<file path="config.mk">
export PLATFORM = sky130hd
export DESIGN_NAME = scdc_ctrl
export DESIGN_NICKNAME = d
export VERILOG_FILES = /design/src/core/scdc_divider.v /design/src/core/scdc_ctrl.v
export VERILOG_INCLUDE_DIRS = /design/src /design/src/core
export SDC_FILE = /design/constraint.sdc
export NUM_CORES = 1
export LEC_CHECK = 0
export BUFFER_PORTS_ARGS = -buffer_cell sky130_fd_sc_hd__buf_2
export CAP_MARGIN = 20
export CORE_ASPECT_RATIO = 1.2
export CORE_MARGIN = 2
export CORE_UTILIZATION = 55
export CTS_BUF_LIST = sky130_fd_sc_hd__clkbuf_4 sky130_fd_sc_hd__clkbuf_8
export DETAILED_ROUTE_END_ITERATION = 16
export PLACE_DENSITY_LB_ADDON = 0.2
export SETUP_SLACK_MARGIN = 0.5
export SYNTH_ARGS = -nofsm -noshare
export SYNTH_HDL_FRONTEND = slang
export SYNTH_SLANG_ARGS = --single-unit
</file>
<file path="constraint.sdc">
create_clock -name clk -period 2.5 [get_ports clk]
set_input_delay 0.125 -clock clk [delete_from_list [all_inputs] [get_ports clk]]
set_output_delay 0.125 -clock clk [all_outputs]
set_load 0.1 [all_outputs]
</file>
<file path="src/core/scdc_regs.vh">
// Register map, reset values, field positions and wait counts of the
// clock control block. Definitions only; included by the control core file.
`ifndef SCDC_REGS_VH
`define SCDC_REGS_VH

// Register addresses on the 16-bit special function register port
`define SCDC_ADDR_SLOW_OSC_MODE 16'hff58
`define SCDC_ADDR_PERIPH_PRESCALE 16'hfff3
`define SCDC_ADDR_STOP_WAKE_WAIT 16'hfff4
`define SCDC_ADDR_CPU_DIVIDE 16'hfffb

// Reset values
`define SCDC_RST_SLOW_OSC_MODE 8'h00
`define SCDC_RST_PERIPH_PRESCALE 8'h02
`define SCDC_RST_CPU_DIVIDE 8'h02

// Field positions
`define SCDC_CPU_DIV_BIT 1
`define SCDC_PRESCALE_BIT0 0
`define SCDC_PRESCALE_BIT1 1
`define SCDC_SLOW_OSC_HALT 0
`define SCDC_WAIT_SEL_LSB 0
`define SCDC_WAIT_SEL_MSB 1

// Writable bit masks; every other bit reads as zero
`define SCDC_MASK_CPU_DIVIDE 8'h02
`define SCDC_MASK_PERIPH_PRESCALE 8'h03
`define SCDC_MASK_SLOW_OSC_MODE 8'h01
`define SCDC_MASK_STOP_WAKE_WAIT 8'h03

// Peripheral prescale register values
`define SCDC_PRESCALE_DIV1 8'h00
`define SCDC_PRESCALE_DIV2 8'h01
`define SCDC_PRESCALE_DIV4 8'h02

// System clock source codes of the option byte
`define SCDC_SRC_HS_INTERNAL 2'h0
`define SCDC_SRC_CRYSTAL 2'h1
`define SCDC_SRC_EXTERNAL 2'h2

// Stabilization waits in system clock periods (2^10, 2^12, 2^15, 2^17)
`define SCDC_WAIT_CODE0 1024
`define SCDC_WAIT_CODE1 4096
`define SCDC_WAIT_CODE2 32768
`define SCDC_WAIT_CODE3 131072

// Fastest instruction length in CPU clock periods
`define SCDC_MIN_INSTR_CPU_CLOCKS 6'h02

`endif

</file>
<file path="src/core/scdc_divider.v">
// Power-of-two clock enable divider: one-cycle tick every 2^ratio_log2
// system clocks while run is high.
// Assumes one clock, synchronous active-low reset, ratio_log2 up to 4.
`timescale 1ns/1ps

module scdc_divider #(
    parameter CNT_W = 4
) (
    clk,
    resetn,
    run,
    ratio_log2,
    tick
);
    input wire clk;
    input wire resetn;
    input wire run;
    input wire [2:0] ratio_log2;
    output reg tick;

    reg [CNT_W-1:0] count; // Free counter of system clocks
    wire [CNT_W:0] span; // 2^ratio_log2
    wire [CNT_W-1:0] last; // Terminal count

    assign span = {{CNT_W{1'b0}}, 1'b1} << ratio_log2;
    assign last = span[CNT_W-1:0] - {{(CNT_W-1){1'b0}}, 1'b1};

    // Pulse at the terminal value; a count already past a new lower one wraps at once
    always @(posedge clk) begin
        if (!resetn) begin
            count <= {CNT_W{1'b0}};
            tick <= 1'b0;
        end else if (!run) begin
            // Held: no ticks, restart from zero on resume
            count <= {CNT_W{1'b0}};
            tick <= 1'b0;
        end else if (count >= last) begin
            count <= {CNT_W{1'b0}};
            tick <= 1'b1;
        end else begin
            count <= count + {{(CNT_W-1){1'b0}}, 1'b1};
            tick <= 1'b0;
        end
    end
endmodule

</file>
<file path="src/core/scdc_ctrl.v">
// Clock control block: CPU and peripheral clock enables, low-speed
// oscillator gating and STOP-release stabilization wait.
// Assumes clk is the selected system clock and the option byte inputs
// are stable from reset; registers sit on a byte-wide SFR port.
//
// What this block does
// - Reset loads both divider registers with 02H
// - CPU clock divides per prescale and divide bits
// - Peripheral clock divides by 1, 2 or 4
// - Fastest instruction takes two CPU clocks
// - Reset clears slow oscillator mode register
// - Halt bit stops slow oscillator when permitted
// - When forbidden, oscillator runs, watchdog uses it
// - Wait select picks 2^10/12/15/17 clocks
// - Wait applies only for crystal source
// - STOP wait counts only after oscillation starts; boot wait counts at once
// - Wait select register undefined after reset
// - Boot source and wait from option byte
`timescale 1ns/1ps
`include "scdc_regs.vh"

module scdc_ctrl #(
    parameter WAIT_CODE0 = `SCDC_WAIT_CODE0,
    parameter WAIT_CODE1 = `SCDC_WAIT_CODE1,
    parameter WAIT_CODE2 = `SCDC_WAIT_CODE2,
    parameter WAIT_CODE3 = `SCDC_WAIT_CODE3,
    parameter WAIT_W = 18
) (
    clk,
    resetn,
    sfr_addr,
    sfr_wdata,
    sfr_wmask,
    sfr_wr,
    sfr_rd,
    sfr_rdata,
    sfr_hit,
    opt_src_sel,
    opt_boot_wait_sel,
    opt_slow_soft_stop,
    stop_release,
    osc_started,
    cpu_clk_en,
    periph_clk_en,
    min_instr_clocks,
    slow_osc_run,
    watchdog_src_fixed,
    clock_hold
);
    input wire clk;
    input wire resetn;
    input wire [15:0] sfr_addr;
    input wire [7:0] sfr_wdata;
    input wire [7:0] sfr_wmask;
    input wire sfr_wr;
    input wire sfr_rd;
    output reg [7:0] sfr_rdata;
    output reg sfr_hit;
    input wire [1:0] opt_src_sel;
    input wire [1:0] opt_boot_wait_sel;
    input wire opt_slow_soft_stop;
    input wire stop_release;
    input wire osc_started;
    output wire cpu_clk_en;
    output wire periph_clk_en;
    output reg [5:0] min_instr_clocks;
    output reg slow_osc_run;
    output reg watchdog_src_fixed;
    output reg clock_hold;

    // Wait sequencer states
    localparam ST_BOOT = 2'h0; // First cycle after reset release
    localparam ST_RUN = 2'h1; // Clocks running
    localparam ST_OSC = 2'h2; // STOP released, oscillation not yet started
    localparam ST_COUNT = 2'h3; // Counting the stabilization wait

    reg [7:0] cpu_divide_ctrl; // CPU divide register
    reg [7:0] periph_prescale_ctrl; // Peripheral prescale register
    reg [7:0] slow_osc_mode; // Slow oscillator mode register
    reg [7:0] stop_wake_wait_select; // Stabilization select, no reset
    reg [1:0] state; // Sequencer state
    reg [1:0] next_state; // Next sequencer state
    reg [WAIT_W-1:0] wait_cnt; // Remaining wait cycles
    reg [WAIT_W-1:0] next_wait_cnt; // Next wait count
    reg [2:0] cpu_log2; // Applied CPU divide exponent
    reg [2:0] next_cpu_log2; // Decoded CPU divide exponent
    reg [2:0] periph_log2; // Decoded peripheral divide exponent
    reg [7:0] next_rdata; // Read mux result
    reg next_hit; // Address decode result
    wire [2:0] div_code; // {prescale_bit1, prescale_bit0, cpu_div_bit}
    wire wr_cpu; // Write strobe per register
    wire wr_pre;
    wire wr_slow;
    wire wr_wait;

    assign div_code = {periph_prescale_ctrl[`SCDC_PRESCALE_BIT1],
                       periph_prescale_ctrl[`SCDC_PRESCALE_BIT0],
                       cpu_divide_ctrl[`SCDC_CPU_DIV_BIT]};
    assign wr_cpu = sfr_wr && (sfr_addr == `SCDC_ADDR_CPU_DIVIDE);
    assign wr_pre = sfr_wr && (sfr_addr == `SCDC_ADDR_PERIPH_PRESCALE);
    assign wr_slow = sfr_wr && (sfr_addr == `SCDC_ADDR_SLOW_OSC_MODE);
    assign wr_wait = sfr_wr && (sfr_addr == `SCDC_ADDR_STOP_WAKE_WAIT);

    // Convert a two-bit select into a wait length in system clocks
    function [WAIT_W-1:0] wait_len;
        input [1:0] sel;
        begin
            case (sel)
                2'h0: wait_len = WAIT_CODE0[WAIT_W-1:0];
                2'h1: wait_len = WAIT_CODE1[WAIT_W-1:0];
                2'h2: wait_len = WAIT_CODE2[WAIT_W-1:0];
                default: wait_len = WAIT_CODE3[WAIT_W-1:0];
            endcase
        end
    endfunction

    // Divider and slow oscillator mode registers; bit writes come in through the write mask
    always @(posedge clk) begin
        if (!resetn) begin
            cpu_divide_ctrl <= `SCDC_RST_CPU_DIVIDE;
            periph_prescale_ctrl <= `SCDC_RST_PERIPH_PRESCALE;
            slow_osc_mode <= `SCDC_RST_SLOW_OSC_MODE;
        end else begin
            if (wr_cpu) begin
                // Only the divide bit is stored
                cpu_divide_ctrl <= ((cpu_divide_ctrl & ~sfr_wmask)
                    | (sfr_wdata & sfr_wmask)) & `SCDC_MASK_CPU_DIVIDE;
            end
            if (wr_pre) begin
                periph_prescale_ctrl <= ((periph_prescale_ctrl & ~sfr_wmask)
                    | (sfr_wdata & sfr_wmask)) & `SCDC_MASK_PERIPH_PRESCALE;
            end
            if (wr_slow) begin
                slow_osc_mode <= ((slow_osc_mode & ~sfr_wmask)
                    | (sfr_wdata & sfr_wmask)) & `SCDC_MASK_SLOW_OSC_MODE;
            end
        end
    end

    // Stabilization select: byte write, mask ignored, no reset value
    always @(posedge clk) begin
        if (wr_wait) begin
            stop_wake_wait_select <= sfr_wdata & `SCDC_MASK_STOP_WAKE_WAIT;
        end
    end

    // Decode the CPU and peripheral divide exponents
    always @* begin
        next_cpu_log2 = cpu_log2;
        case (div_code)
            // Codes are {prescale_bit1, prescale_bit0, cpu_div_bit}
            3'h0: next_cpu_log2 = 3'h0;
            3'h2: next_cpu_log2 = 3'h1;
            3'h1: next_cpu_log2 = 3'h2;
            3'h4: next_cpu_log2 = 3'h2;
            3'h3: next_cpu_log2 = 3'h3;
            3'h5: next_cpu_log2 = 3'h4;
            // Prohibited codes keep the last legal ratio
            default: next_cpu_log2 = cpu_log2;
        endcase
        case (periph_prescale_ctrl)
            `SCDC_PRESCALE_DIV1: periph_log2 = 3'h0;
            `SCDC_PRESCALE_DIV2: periph_log2 = 3'h1;
            `SCDC_PRESCALE_DIV4: periph_log2 = 3'h2;
            // Value 03H falls back to the slowest peripheral ratio
            default: periph_log2 = 3'h2;
        endcase
    end

    // Applied ratio and instruction time in system clocks
    always @(posedge clk) begin
        if (!resetn) begin
            cpu_log2 <= 3'h1; // Divide by 2; reset code 101 selects divide by 16 from the next cycle
            min_instr_clocks <= 6'h00;
        end else begin
            cpu_log2 <= next_cpu_log2;
            // Two CPU clock periods per fastest instruction; the shift
            // tops out at 32 system clocks for the divide by 16 code
            min_instr_clocks <= `SCDC_MIN_INSTR_CPU_CLOCKS << next_cpu_log2;
        end
    end

    // Slow oscillator gate and watchdog source
    always @(posedge clk) begin
        if (!resetn) begin
            slow_osc_run <= 1'b1;
            watchdog_src_fixed <= 1'b0;
        end else if (opt_slow_soft_stop) begin
            slow_osc_run <= ~slow_osc_mode[`SCDC_SLOW_OSC_HALT];
            watchdog_src_fixed <= 1'b0;
        end else begin
            slow_osc_run <= 1'b1;
            watchdog_src_fixed <= 1'b1;
        end
    end

    // Wait sequencer: boot wait from option byte, STOP wait from register
    always @* begin
        next_state = state;
        next_wait_cnt = wait_cnt;
        case (state)
            ST_BOOT: begin
                if (opt_src_sel == `SCDC_SRC_CRYSTAL) begin
                    next_wait_cnt = wait_len(opt_boot_wait_sel);
                    next_state = ST_COUNT;
                end else begin
                    next_state = ST_RUN;
                end
            end
            ST_RUN: begin
                if (stop_release && (opt_src_sel == `SCDC_SRC_CRYSTAL)) begin
                    next_state = ST_OSC;
                end
            end
            ST_OSC: begin
                // Startup interval is not part of the wait
                if (osc_started) begin
                    next_wait_cnt = wait_len(stop_wake_wait_select[1:0]);
                    next_state = ST_COUNT;
                end
            end
            default: begin
                if (wait_cnt <= {{(WAIT_W-1){1'b0}}, 1'b1}) begin
                    next_wait_cnt = {WAIT_W{1'b0}};
                    next_state = ST_RUN;
                end else begin
                    next_wait_cnt = wait_cnt - {{(WAIT_W-1){1'b0}}, 1'b1};
                end
            end
        endcase
    end

    // Sequencer registers and CPU hold
    always @(posedge clk) begin
        if (!resetn) begin
            state <= ST_BOOT;
            wait_cnt <= {WAIT_W{1'b0}};
            clock_hold <= 1'b1;
        end else begin
            state <= next_state;
            wait_cnt <= next_wait_cnt;
            clock_hold <= (next_state != ST_RUN);
        end
    end

    // Register read port; fixed zero bits read as zero
    always @* begin
        next_hit = 1'b1;
        if (sfr_addr == `SCDC_ADDR_CPU_DIVIDE) begin
            next_rdata = cpu_divide_ctrl;
        end else if (sfr_addr == `SCDC_ADDR_PERIPH_PRESCALE) begin
            next_rdata = periph_prescale_ctrl;
        end else if (sfr_addr == `SCDC_ADDR_SLOW_OSC_MODE) begin
            next_rdata = slow_osc_mode;
        end else if (sfr_addr == `SCDC_ADDR_STOP_WAKE_WAIT) begin
            next_rdata = stop_wake_wait_select & `SCDC_MASK_STOP_WAKE_WAIT;
        end else begin
            // Unmapped address reads zero and is not claimed
            next_rdata = 8'h00;
            next_hit = 1'b0;
        end
    end

    // Registered read answer, one cycle after the read strobe
    always @(posedge clk) begin
        if (!resetn) begin
            sfr_rdata <= 8'h00;
            sfr_hit <= 1'b0;
        end else if (sfr_rd) begin
            sfr_rdata <= next_rdata;
            sfr_hit <= next_hit;
        end else begin
            sfr_rdata <= 8'h00;
            sfr_hit <= 1'b0;
        end
    end

    // CPU clock enable, stalled while a stabilization wait runs
    scdc_divider #(
        .CNT_W(4)
    ) u_cpu_div (
        .clk(clk),
        .resetn(resetn),
        .run(~clock_hold),
        .ratio_log2(cpu_log2),
        .tick(cpu_clk_en)
    );

    // Peripheral clock enable
    scdc_divider #(
        .CNT_W(4)
    ) u_periph_div (
        .clk(clk),
        .resetn(resetn),
        .run(~clock_hold),
        .ratio_log2(periph_log2),
        .tick(periph_clk_en)
    );
endmodule

</file>
==> flow_metrics.tcl, run 1 <==
set metrics [dict create \
    status "complete, no violations" \
    r2r-end "wait_cnt[0]" \
    min_path_cells 1 \
    routed_via_density 5.468 \
    fin_skew_ps 6.605 \
    seq_power_share 0.346 \
    hold_ws_ps 15.90 \
    syn-instance-count 292 \
    pre_cts_ws_ps 318.0 \
    yosysMostFrequentCell "dfxtp_1" \
    syn_avg_cell_area_um2 8.673 \
    worstHoldStart "sfr_wdata[0]" \
    cts_tree "done" \
    cp_max_fo 6 \
    r2r-start "wait_cnt[13]" \
    hold_viol 0 \
    syn_to_final_growth_pct 24.26 \
    fmax_ghz 0.4729 \
    die_w_um 65.95 \
    syn-cell-area_mm2 0.002532 \
    power.switching_w 0.001050 \
    num_antenna_cells 0 \
    synth_edf_count 2 \
    drive_gt1_frac 0.2784 \
    fp.dieArea_mm2 0.005165 \
    setup_viol 0 \
    drt_iter0_markers 110 \
    htree_levels 2 \
    maxSlewViolCount 0 \
    initial_core_util 0.5594 \
    reg2regPathDepth 7 \
    synth_largest_area_cell "dfxtp_1" \
    synthTopCellsByArea "dfxtp_1, nor2_1, ha_1, xnor2_1, nand2_1" \
    critical_path_arrival_ps 2310 \
    via_count 2242 \
    io_buffers 43 \
    cts_sinks 50 \
    path_class "reg2reg" \
    powerDensity_mw_per_mm2 919.3 \
    switching_share 0.3631 \
    tns_ps 0 \
    insertion_delay_ps 300 \
    root_buffer "clkbuf_8" \
    synthTopCellsByCount "dfxtp_1, nor2_1, nand2_1, xnor2_1" \
    ys_warn_count 0 \
    clk_pin_slew_worst_paths_ps 90 \
    place_congestion 0.7928 \
    cts_buffers 5 \
    p_leak_nw 1.355 \
    core_mm2 0.004527 \
    rrSetupSlack_ps 390 \
    yosys_most_used_dff "dfxtp_1" \
    p_clk_frac 0.199 \
    holdCritPathClass "in2reg" \
    post-route-period-util 0.8459 \
    ir_worst_vdd_v 0.0006895 \
    overflow 0 \
    layout.nets 405 \
    register_area_mm2 0.001026 \
    ys_seq_area_frac 0.4032 \
    dieHeight_um 78.33 \
    cp-end-kind "flip-flop" \
    grt_pass1_vias 2122 \
    finalCriticalPeriod_ps 2115 \
    rows 27 \
    hpwl_um 3810 \
    finish.utilization 0.6951 \
    total_power_w 0.002893 \
    drtPass1Iterations 4 \
    grt_pass1_wl_um 9004 \
    grt_use_total 0.2213 \
    wl_per_cell_um 13.10 \
    start_kind "flip-flop" \
    maxSlewHeadroom 0.6457 \
    multiInputGateArea_mm2 0.001504 \
    grt_start_max_net_pins 23 \
    antenna_found_initial 0 \
    tightest_slew_ps 525.9 \
    p_int_w 0.001842 \
    synth_cell_type_count 49 \
    wl_um 5370 \
    ant_nets 0 \
    async_flop_share 0 \
    synth_seq_cells 50 \
    fin_ws_ps 385.3 \
    worst_ep_required_time_ps 2700 \
    drcViolationCount 0 \
    synth_top_area_share 0.3794 \
    io-pin-count 63 \
    p_comb_frac 0.455 \
    rsz0062_at_grt "yes" \
    cts_buffer_depth 2 \
    max_cap_violations 0 \
    n_fill_cell 365 \
    min_to "stop_wake_wait_select[0]" \
]
## sequential cells by signal, summed over array words and instances, names as in the netlist, named ones only
signal                 count
sfr_rdata                  2
u_periph_div.tick          1
state                      2
clock_hold                 1
u_periph_div.count         4
stop_wake_wait_select      2
u_cpu_div.tick             1
wait_cnt                  18
min_instr_clocks           5
slow_osc_run               1
sfr_hit                    1
cpu_log2                   3
u_cpu_div.count            4
watchdog_src_fixed         1
## placed cells by master, fill, tap and decap left out, types with 6 or more instances in the layout
cell / n
dfxtp_1: 44
buf_2: 43
nor2_1: 36
nand2_1: 30
xnor2_1: 13
inv_1: 11
buf_4: 10
nand4_1: 9
nand3_1: 9
ha_1: 9
nor3_1: 8
conb_1: 8
or2_2: 6
mux2i_1: 6
nor4_1: 6
## what timing repair did
action,CTS,global route
gates resized for setup,14,15
pin swaps,6,10
setup endpoints to repair,22,24
hold endpoints to repair,1,0
hold buffers,1,0
gates cloned,1,0
setup buffers,10,1
## kinds of logic after synthesis
group	share of synthesized area
other	0.001481
DFF	0.4032
muxes	0.02372
adders and majority gates	0.05435
buffers and inverters	0.06127
xor gates and xnor gates	0.05534
AOI/OAI and AO/OA	0.1092
and+or+nand+nor	0.2915
## layer usage
metal	GRT usage	part of all wire
met1	0.2289	0.40
met2	0.4212	0.54
met3	0.04871	0.045
met4	0.08571	0.015
met5	0	0
## critical path, stage by stage (launching register included)
cell and delay (ps):
dfxtp_2 330, or3_4 380, or3_4 340, or4_4 450
a31oi_4 220, buf_6 130, buf_12 120, nor2_1 40
## power by group through the flow
stage,Clock (W),Combinational [W],Sequential [W]
CTS,0.000592,0.00120,0.000996
floorplan,0,0.000800,0.00102
global placement,0,0.000973,0.00101
detailed placement,0,0.000984,0.00101
finish,0.000574,0.00132,0.00100
global route,0.000625,0.00144,0.00102
## stage by stage
stage	std cells	area (um^2)
final	410	3147
after floorplan	299	2566
after global routing	410	3147
after detailed placement	389	2770
after global placement	389	2770
after CTS	409	3075
## worst max path at each step
stage                      start      endpoint  cells past startpoint
global route        wait_cnt[13]   wait_cnt[6]                      7
global placement    wait_cnt[13]   wait_cnt[8]                      5
finish              wait_cnt[13]   wait_cnt[0]                      7
CTS                 wait_cnt[13]  wait_cnt[11]                      7
floorplan           wait_cnt[13]   wait_cnt[3]                      6
detailed placement  wait_cnt[13]  wait_cnt[11]                      5
## area by class of cell
cell class	count	share of cell area
inverters	13	0.01551
clock inverters	2	0.01193
flip-flops and latches	50	0.3260
repair buffers	59	0.1213
well taps	58	0.02306
clock buffers	6	0.02425
multi-input cells	222	0.4779
No activity file was read; power rests on OpenSTA's default activity.
==> run 2, diff against run 1 <==
ABC_AREA = 1   (was unset)
CORE_UTILIZATION = 50   (was 55)
clock period = 1.85 ns   (was 2.5 ns; I/O delays follow)
==> run 2 against run 1 <==
Compared with the run above:
- global-route usage is 0.40 points lower
- synthesized area increased by 5.3%
- cell count grew 28%
- utilization rose by 5.0 points
- sequential share of layout area decreased by 5.3 points
- hold slack better by 30 ps
- combinational power is 110% higher
- count of clock-buffer cells in the layout decreased by 1
- wire length grew 32%
- synthesized cell count up 30%
==> flow_metrics.tcl, run 2 <==
set metrics [dict create \
    grt_use_total 0.2173 \
    grt_pass1_vias 2535 \
    cts_tree "done" \
    rows 29 \
    ant_nets 0 \
    tns_ps 0 \
    htree_levels 2 \
    p_leak_nw 1.763 \
    fmax_ghz 0.6023 \
    largest_reg_flops 18 \
    holdCritPathClass "in2reg" \
    syn-instance-count 381 \
    insertion_delay_ps 310 \
    min_path_cells 3 \
    final_common_cell "nand2_1" \
    r2r-end "u_cpu_div.count[0]" \
    postPlaceCellArea_mm2 0.002945 \
    synth_cell_type_count 31 \
    start_kind "flip-flop" \
    place_congestion 0.8522 \
    synth_seq_cells 50 \
    synth_edf_count 2 \
    ir_worst_vdd_v 0.0005255 \
    drive_gt1_frac 0.4375 \
    slowest_delay_ps 360 \
    reg_top3 "wait_cnt x18, min_instr_clocks x5" \
    max_cap_violations 0 \
    routed_via_density 5.150 \
    ys_seq_area_frac 0.3829 \
    cts_buffer_depth 2 \
    num_antenna_cells 0 \
    yosys_most_used_dff "dfxtp_1" \
    drcViolationCount 0 \
    cts_sinks 50 \
    dieHeight_um 84.00 \
    synth_largest_area_cell "dfxtp_1" \
    io-pin-count 63 \
    hpwl_um 4289 \
    io_buffers 43 \
    die_w_um 70.66 \
    r2r-start "cpu_log2[0]" \
    ys_warn_count 0 \
    fp.dieArea_mm2 0.005935 \
    fin_skew_ps 8.574 \
    drt_iter0_markers 129 \
    synthTopCellsByArea "dfxtp_1, nor2_1, nand2_1, inv_1, nand3_1" \
    synthTopCellsByCount "nor2_1, nand2_1, inv_1, dfxtp_1, nand3_1" \
    grt_pass1_wl_um 10510 \
    crit_chain "inv_2 > nand3_4 > ha_4 > ha_4 > inv_2 > nor2_1 > o211ai_1 > nand4_1 > nor2_1" \
    worstHoldStart "sfr_wmask[1]" \
    powerDensity_mw_per_mm2 1298 \
    clk_pin_slew_worst_paths_ps 100 \
    rsz0062_at_grt "yes" \
    async_flop_share 0 \
    slowest_stage "dfxtp_2" \
    pre_cts_ws_ps 106.2 \
    status "complete, no violations" \
    drtPass1Iterations 4 \
    syn_avg_cell_area_um2 6.998 \
    cp_max_fo 4 \
    critical_path_arrival_ps 1920 \
    reg2regPathDepth 9 \
    wl_um 7097 \
    root_buffer "clkbuf_8" \
    fin_ws_ps 189.8 \
    grt_start_max_net_pins 18 \
    synth_top_area_share 0.3604 \
    syn-cell-area_mm2 0.002666 \
    most-common-layout-cells "nand2_1, nor2_1, buf_2" \
    hold_viol 0 \
    layout.nets 517 \
    path_class "reg2reg" \
    largest_register "wait_cnt" \
    yosysMostFrequentCell "nor2_1" \
    hold_ws_ps 46.37 \
    worst_ep_required_time_ps 2110 \
    overflow 0 \
    syn_to_final_growth_pct 45.99 \
    antenna_found_initial 0 \
    via_count 2709 \
    rrSetupSlack_ps 190 \
    post-route-period-util 0.8974 \
    cp-end-kind "flip-flop" \
    finalCriticalPeriod_ps 1660 \
    core_mm2 0.005225 \
    initial_core_util 0.5103 \
    maxSlewViolCount 0 \
    wl_per_cell_um 13.49 \
    cts_buffers 5 \
    finalInstanceArea_mm2 0.003892 \
    total_power_w 0.005054 \
    setup_viol 0 \
]
## run 2: cell types whose count changed after synthesis, moves of 4 or more
cell / before / now
nand2b_1: 4 / 0
or2_2: 6 / 0
nand2_1: 30 / 70
xor2_1: 2 / 9
xnor2_1: 14 / 7
o21ai_0: 5 / 10
inv_1: 11 / 51
nor4b_1: 4 / 0
mux2i_1: 6 / 0
nand3_1: 10 / 34
nor4_1: 6 / 1
nor2_1: 42 / 79
## run 2: kinds of logic (layout without fill, tap and decap cells)
logic type	Yosys count	in the layout	synth area share
compound gates	30	30	0.07369
xor+xnor	16	16	0.05256
fa+ha+maj	11	11	0.05162
buf+inv	64	139	0.1070
flops	50	50	0.3829
other cells	1	8	0.001406
simple gates	209	210	0.3308
## run 2: timing repair
item                                    4_1_cts  5_1_grt
resized for setup                            60       97
gates cloned                                  1        0
endpoints found under the hold margin         4        0
endpoints found under the setup margin       28       32
buffers inserted                             12       16
hold buffers                                  3        0
pin swaps                                    20       43
## run 2: final cells by class
class | instances | area [um^2]
clock inverter | 3 | 47.55
fill | 366 | 1333
clock buffer | 5 | 68.82
sequential | 50 | 1061
tap | 62 | 77.57
multi-input combinational | 275 | 1911
timing repair buffer | 78 | 508.0
inverter | 53 | 219.0
## run 2: worst max-delay path: cells and delay by family, from the launching register on
kind | cells | cell delay [ps]
adders and majority gates | 2 | 470
and+or+nand+nor | 4 | 460
DFF | 1 | 360
AOI/OAI and AO/OA | 1 | 190
buffers and inverters | 2 | 110
## run 2: power breakdown
group	switching (W)	leakage [nW]	internal [W]	total, W
combinational	0.00173	1.28	0.00108	0.00281
clock	0.000402	0.0606	0.000414	0.000816
sequential	0.000196	0.418	0.00123	0.00143
total	0.00233	1.76	0.00273	0.00505
## run 2: layer usage
layer,vias up,global-route usage,part of all wire
met3,23,0.03986,0.040
met5,-,0,0
li1,1358,-,-
met1,1250,0.2273,0.36
met4,0,0.09091,0.039
met2,78,0.4151,0.56
## run 2: how the worst max path moves through the flow
stage                      startpoint            endpoint  slack, ps
after floorplan           cpu_log2[2]  u_cpu_div.count[1]        260
after global placement    cpu_log2[2]  u_cpu_div.count[1]        160
after detailed placement  cpu_log2[2]  u_cpu_div.count[1]        110
after CTS                 cpu_log2[1]  u_cpu_div.count[1]        190
after global routing      cpu_log2[2]  u_cpu_div.count[0]         90
final                     cpu_log2[0]  u_cpu_div.count[0]        190
## run 2: stage by stage
step | util | instances
final | 0.7450 | 526
after global routing | 0.7450 | 526
after CTS | 0.6521 | 510
after detailed placement | 0.5637 | 486
after global placement | 0.5637 | 486
after floorplan | - | 388
==> run 3, diff against run 2 <==
ABC_AREA = unset   (was 1)
==> run 3 against run 2 <==
Compared with the run above:
- the run now ends with setup timing left
- register-to-register slack lost 350 ps
- cell count shrank 17%
- total power shrank 20%
- first-iteration DRC count shrank 32%
- maximum frequency shrank 17%
- hold slack gained 21 ps
- global-route usage grew 0.37 points
- critical path depth shrank 3
- non-clock buffer count grew 3
- sequential power shrank 8%
- sequential share of layout area grew 3.6 points
- setup slack lost 350 ps
- critical path type unchanged
- critical endpoint is now wait_cnt[6]
- largest cell class unchanged
==> flow_metrics.tcl, run 3 (synthesis gave the netlist of run 1 again) <==
set metrics [dict create \
    die_w_um 68.97 \
    slowest_stage "or4_4" \
    htree_levels 2 \
    cp_top_family "simple AND/OR/NAND/NOR gates" \
    largest_register "wait_cnt" \
    grt_pass1_wl_um 9453 \
    start_kind "flip-flop" \
    cts_sinks 50 \
    drive_gt1_frac 0.3235 \
    final_common_cell "dfxtp_1" \
    max_cap_violations 0 \
    num_antenna_cells 0 \
    fin_skew_ps 9.432 \
    post-route-period-util 1.084 \
    fp.dieArea_mm2 0.005652 \
    cp_max_fo 12 \
    drt_iter0_markers 88 \
    slowest_delay_ps 480 \
    pre_cts_ws_ps -211.6 \
    finalCriticalPeriod_ps 2005 \
    status "complete, but fails checks" \
    path_class "reg2reg" \
    dieHeight_um 81.96 \
    cp-startpoint "wait_cnt[13]" \
    maxSlewViolCount 0 \
    ir_worst_vdd_v 0.0008769 \
    cp-end-kind "flip-flop" \
    placedCellCount 417 \
    worstSetupPathDepth 6 \
    insertion_delay_ps 300 \
    drtPass1Iterations 4 \
    fmax_ghz 0.4986 \
    powerDensity_mw_per_mm2 1210 \
    ant_nets 0 \
    wl_per_cell_um 13.18 \
    crit_chain "or3_4 > or3_4 > or4_4 > a31oi_4 > buf_12 > nor2_1" \
    via_count 2351 \
    cts_buffer_depth 2 \
    multiInputGateArea_mm2 0.001541 \
    instances_no_fill 434 \
    grt_use_total 0.2210 \
    antenna_found_initial 0 \
    io_buffers 43 \
    maxSlewHeadroom 0.6463 \
    clk_pin_slew_worst_paths_ps 80 \
    hpwl_um 4228 \
    io-pin-count 63 \
    crit_top_cell "or3_4" \
    setup_viol 22 \
    path_buf_inv 1 \
    worst_ep_required_time_ps 2050 \
    worstHoldStart "sfr_rd" \
    routed_via_density 5.417 \
    holdCritPathClass "in2reg" \
    grt_start_max_net_pins 18 \
    place_congestion 0.8578 \
    p_leak_nw 1.479 \
    drcViolationCount 0 \
    rrSetupSlack_ps -160 \
    most-common-layout-cells "dfxtp_1, buf_2, nor2_1" \
    cts_tree "done" \
    cts_buffers 5 \
    wl_um 5720 \
    rows 28 \
    hold_viol 0 \
    grt_pass1_vias 2260 \
    largest_reg_flops 18 \
    layout.nets 427 \
    tightest_slew_ps 523.2 \
    critical_path_arrival_ps 2200 \
    reg_top3 "wait_cnt x18, min_instr_clocks x5" \
    min_path_cells 3 \
    initial_core_util 0.5163 \
    r2r-start "wait_cnt[13]" \
    reg2regPathDepth 6 \
    n_fill_cell 440 \
    overflow 0 \
    root_buffer "clkbuf_8" \
    core_mm2 0.004905 \
    syn_to_final_growth_pct 31.87 \
    rsz0062_at_grt "yes" \
    violations "setup timing" \
    fin_ws_ps -155.4 \
    total_power_w 0.004042 \
    register_area_mm2 0.001031 \
]
-- run 3: changes by cell type in the layout (fill, tap and decap cells not counted), moves of 11 or more --
cell     previous run  this run
dfxtp_1            28        44
dfxtp_2            14         2
inv_1              40        11
nand2_1            53        30
nor2_1             52        41
nor2_2             12         1
nor2_4             18         0
-- run 3: power by group --
group,total [W],switching (W),leakage [nW],internal [W]
Combinational,0.00196,0.000967,1.01,0.000997
Sequential,0.00131,0.0000972,0.411,0.00121
Clock,0.000769,0.000351,0.0548,0.000418
Total,0.00404,0.00141,1.48,0.00263
-- run 3: path summary, 6_finish.rpt --
kind	endpoint
min	sfr_hit
max reg2reg	wait_cnt[6]
min reg2reg	slow_osc_run
max	wait_cnt[6]
-- run 3: timing repair --
| action | in CTS | in global routing |
|---|---|---|
| endpoints found under the hold margin | 3 | 1 |
| pin swaps | 13 | 4 |
| gates cloned | 0 | 0 |
| resized for setup | 11 | 6 |
| hold buffers | 2 | 1 |
| setup buffers | 4 | 2 |
| setup endpoints to repair | 29 | 35 |
-- run 3: final cells by class --
cell class | count | area share
Multi-Input combinational cell | 222 | 0.4616
Clock inverter | 2 | 0.01124
Sequential cell | 50 | 0.3087
Tap cell | 60 | 0.02248
Timing Repair Buffer | 81 | 0.1581
Inverter | 13 | 0.01499
Clock buffer | 6 | 0.02286
-- run 3: per-layer routing --
metal | wire length [um] | vias up | share of wire | GRT usage
met3 | 252 | 11 | 0.044 | 0.04384
met1 | 2310 | 1125 | 0.40 | 0.2261
met4 | 118 | 0 | 0.021 | 0.07451
li1 | - | 1170 | - | -
met2 | 3038 | 45 | 0.53 | 0.4317
met5 | 0 | - | 0 | 0
-- run 3: stage by stage --
step	TNS, ps	utilization	hold slack (ps)	cell area [um^2]
2_1_floorplan	-1758	-	159.2	2663
5_1_grt	-3864	0.6809	86.75	3339
4_1_cts	-2551	0.6702	0.8105	3287
3_5_place_dp	-2809	0.6247	270.6	3064
3_3_place_gp	-2259	0.6247	259.9	3064
6_report	-2540	0.6809	67.28	3339
-- run 3: tightest hold or removal path, stage by stage --
cell and delay (ps):
buf_2 100, nand2_1 90, a21oi_1 50
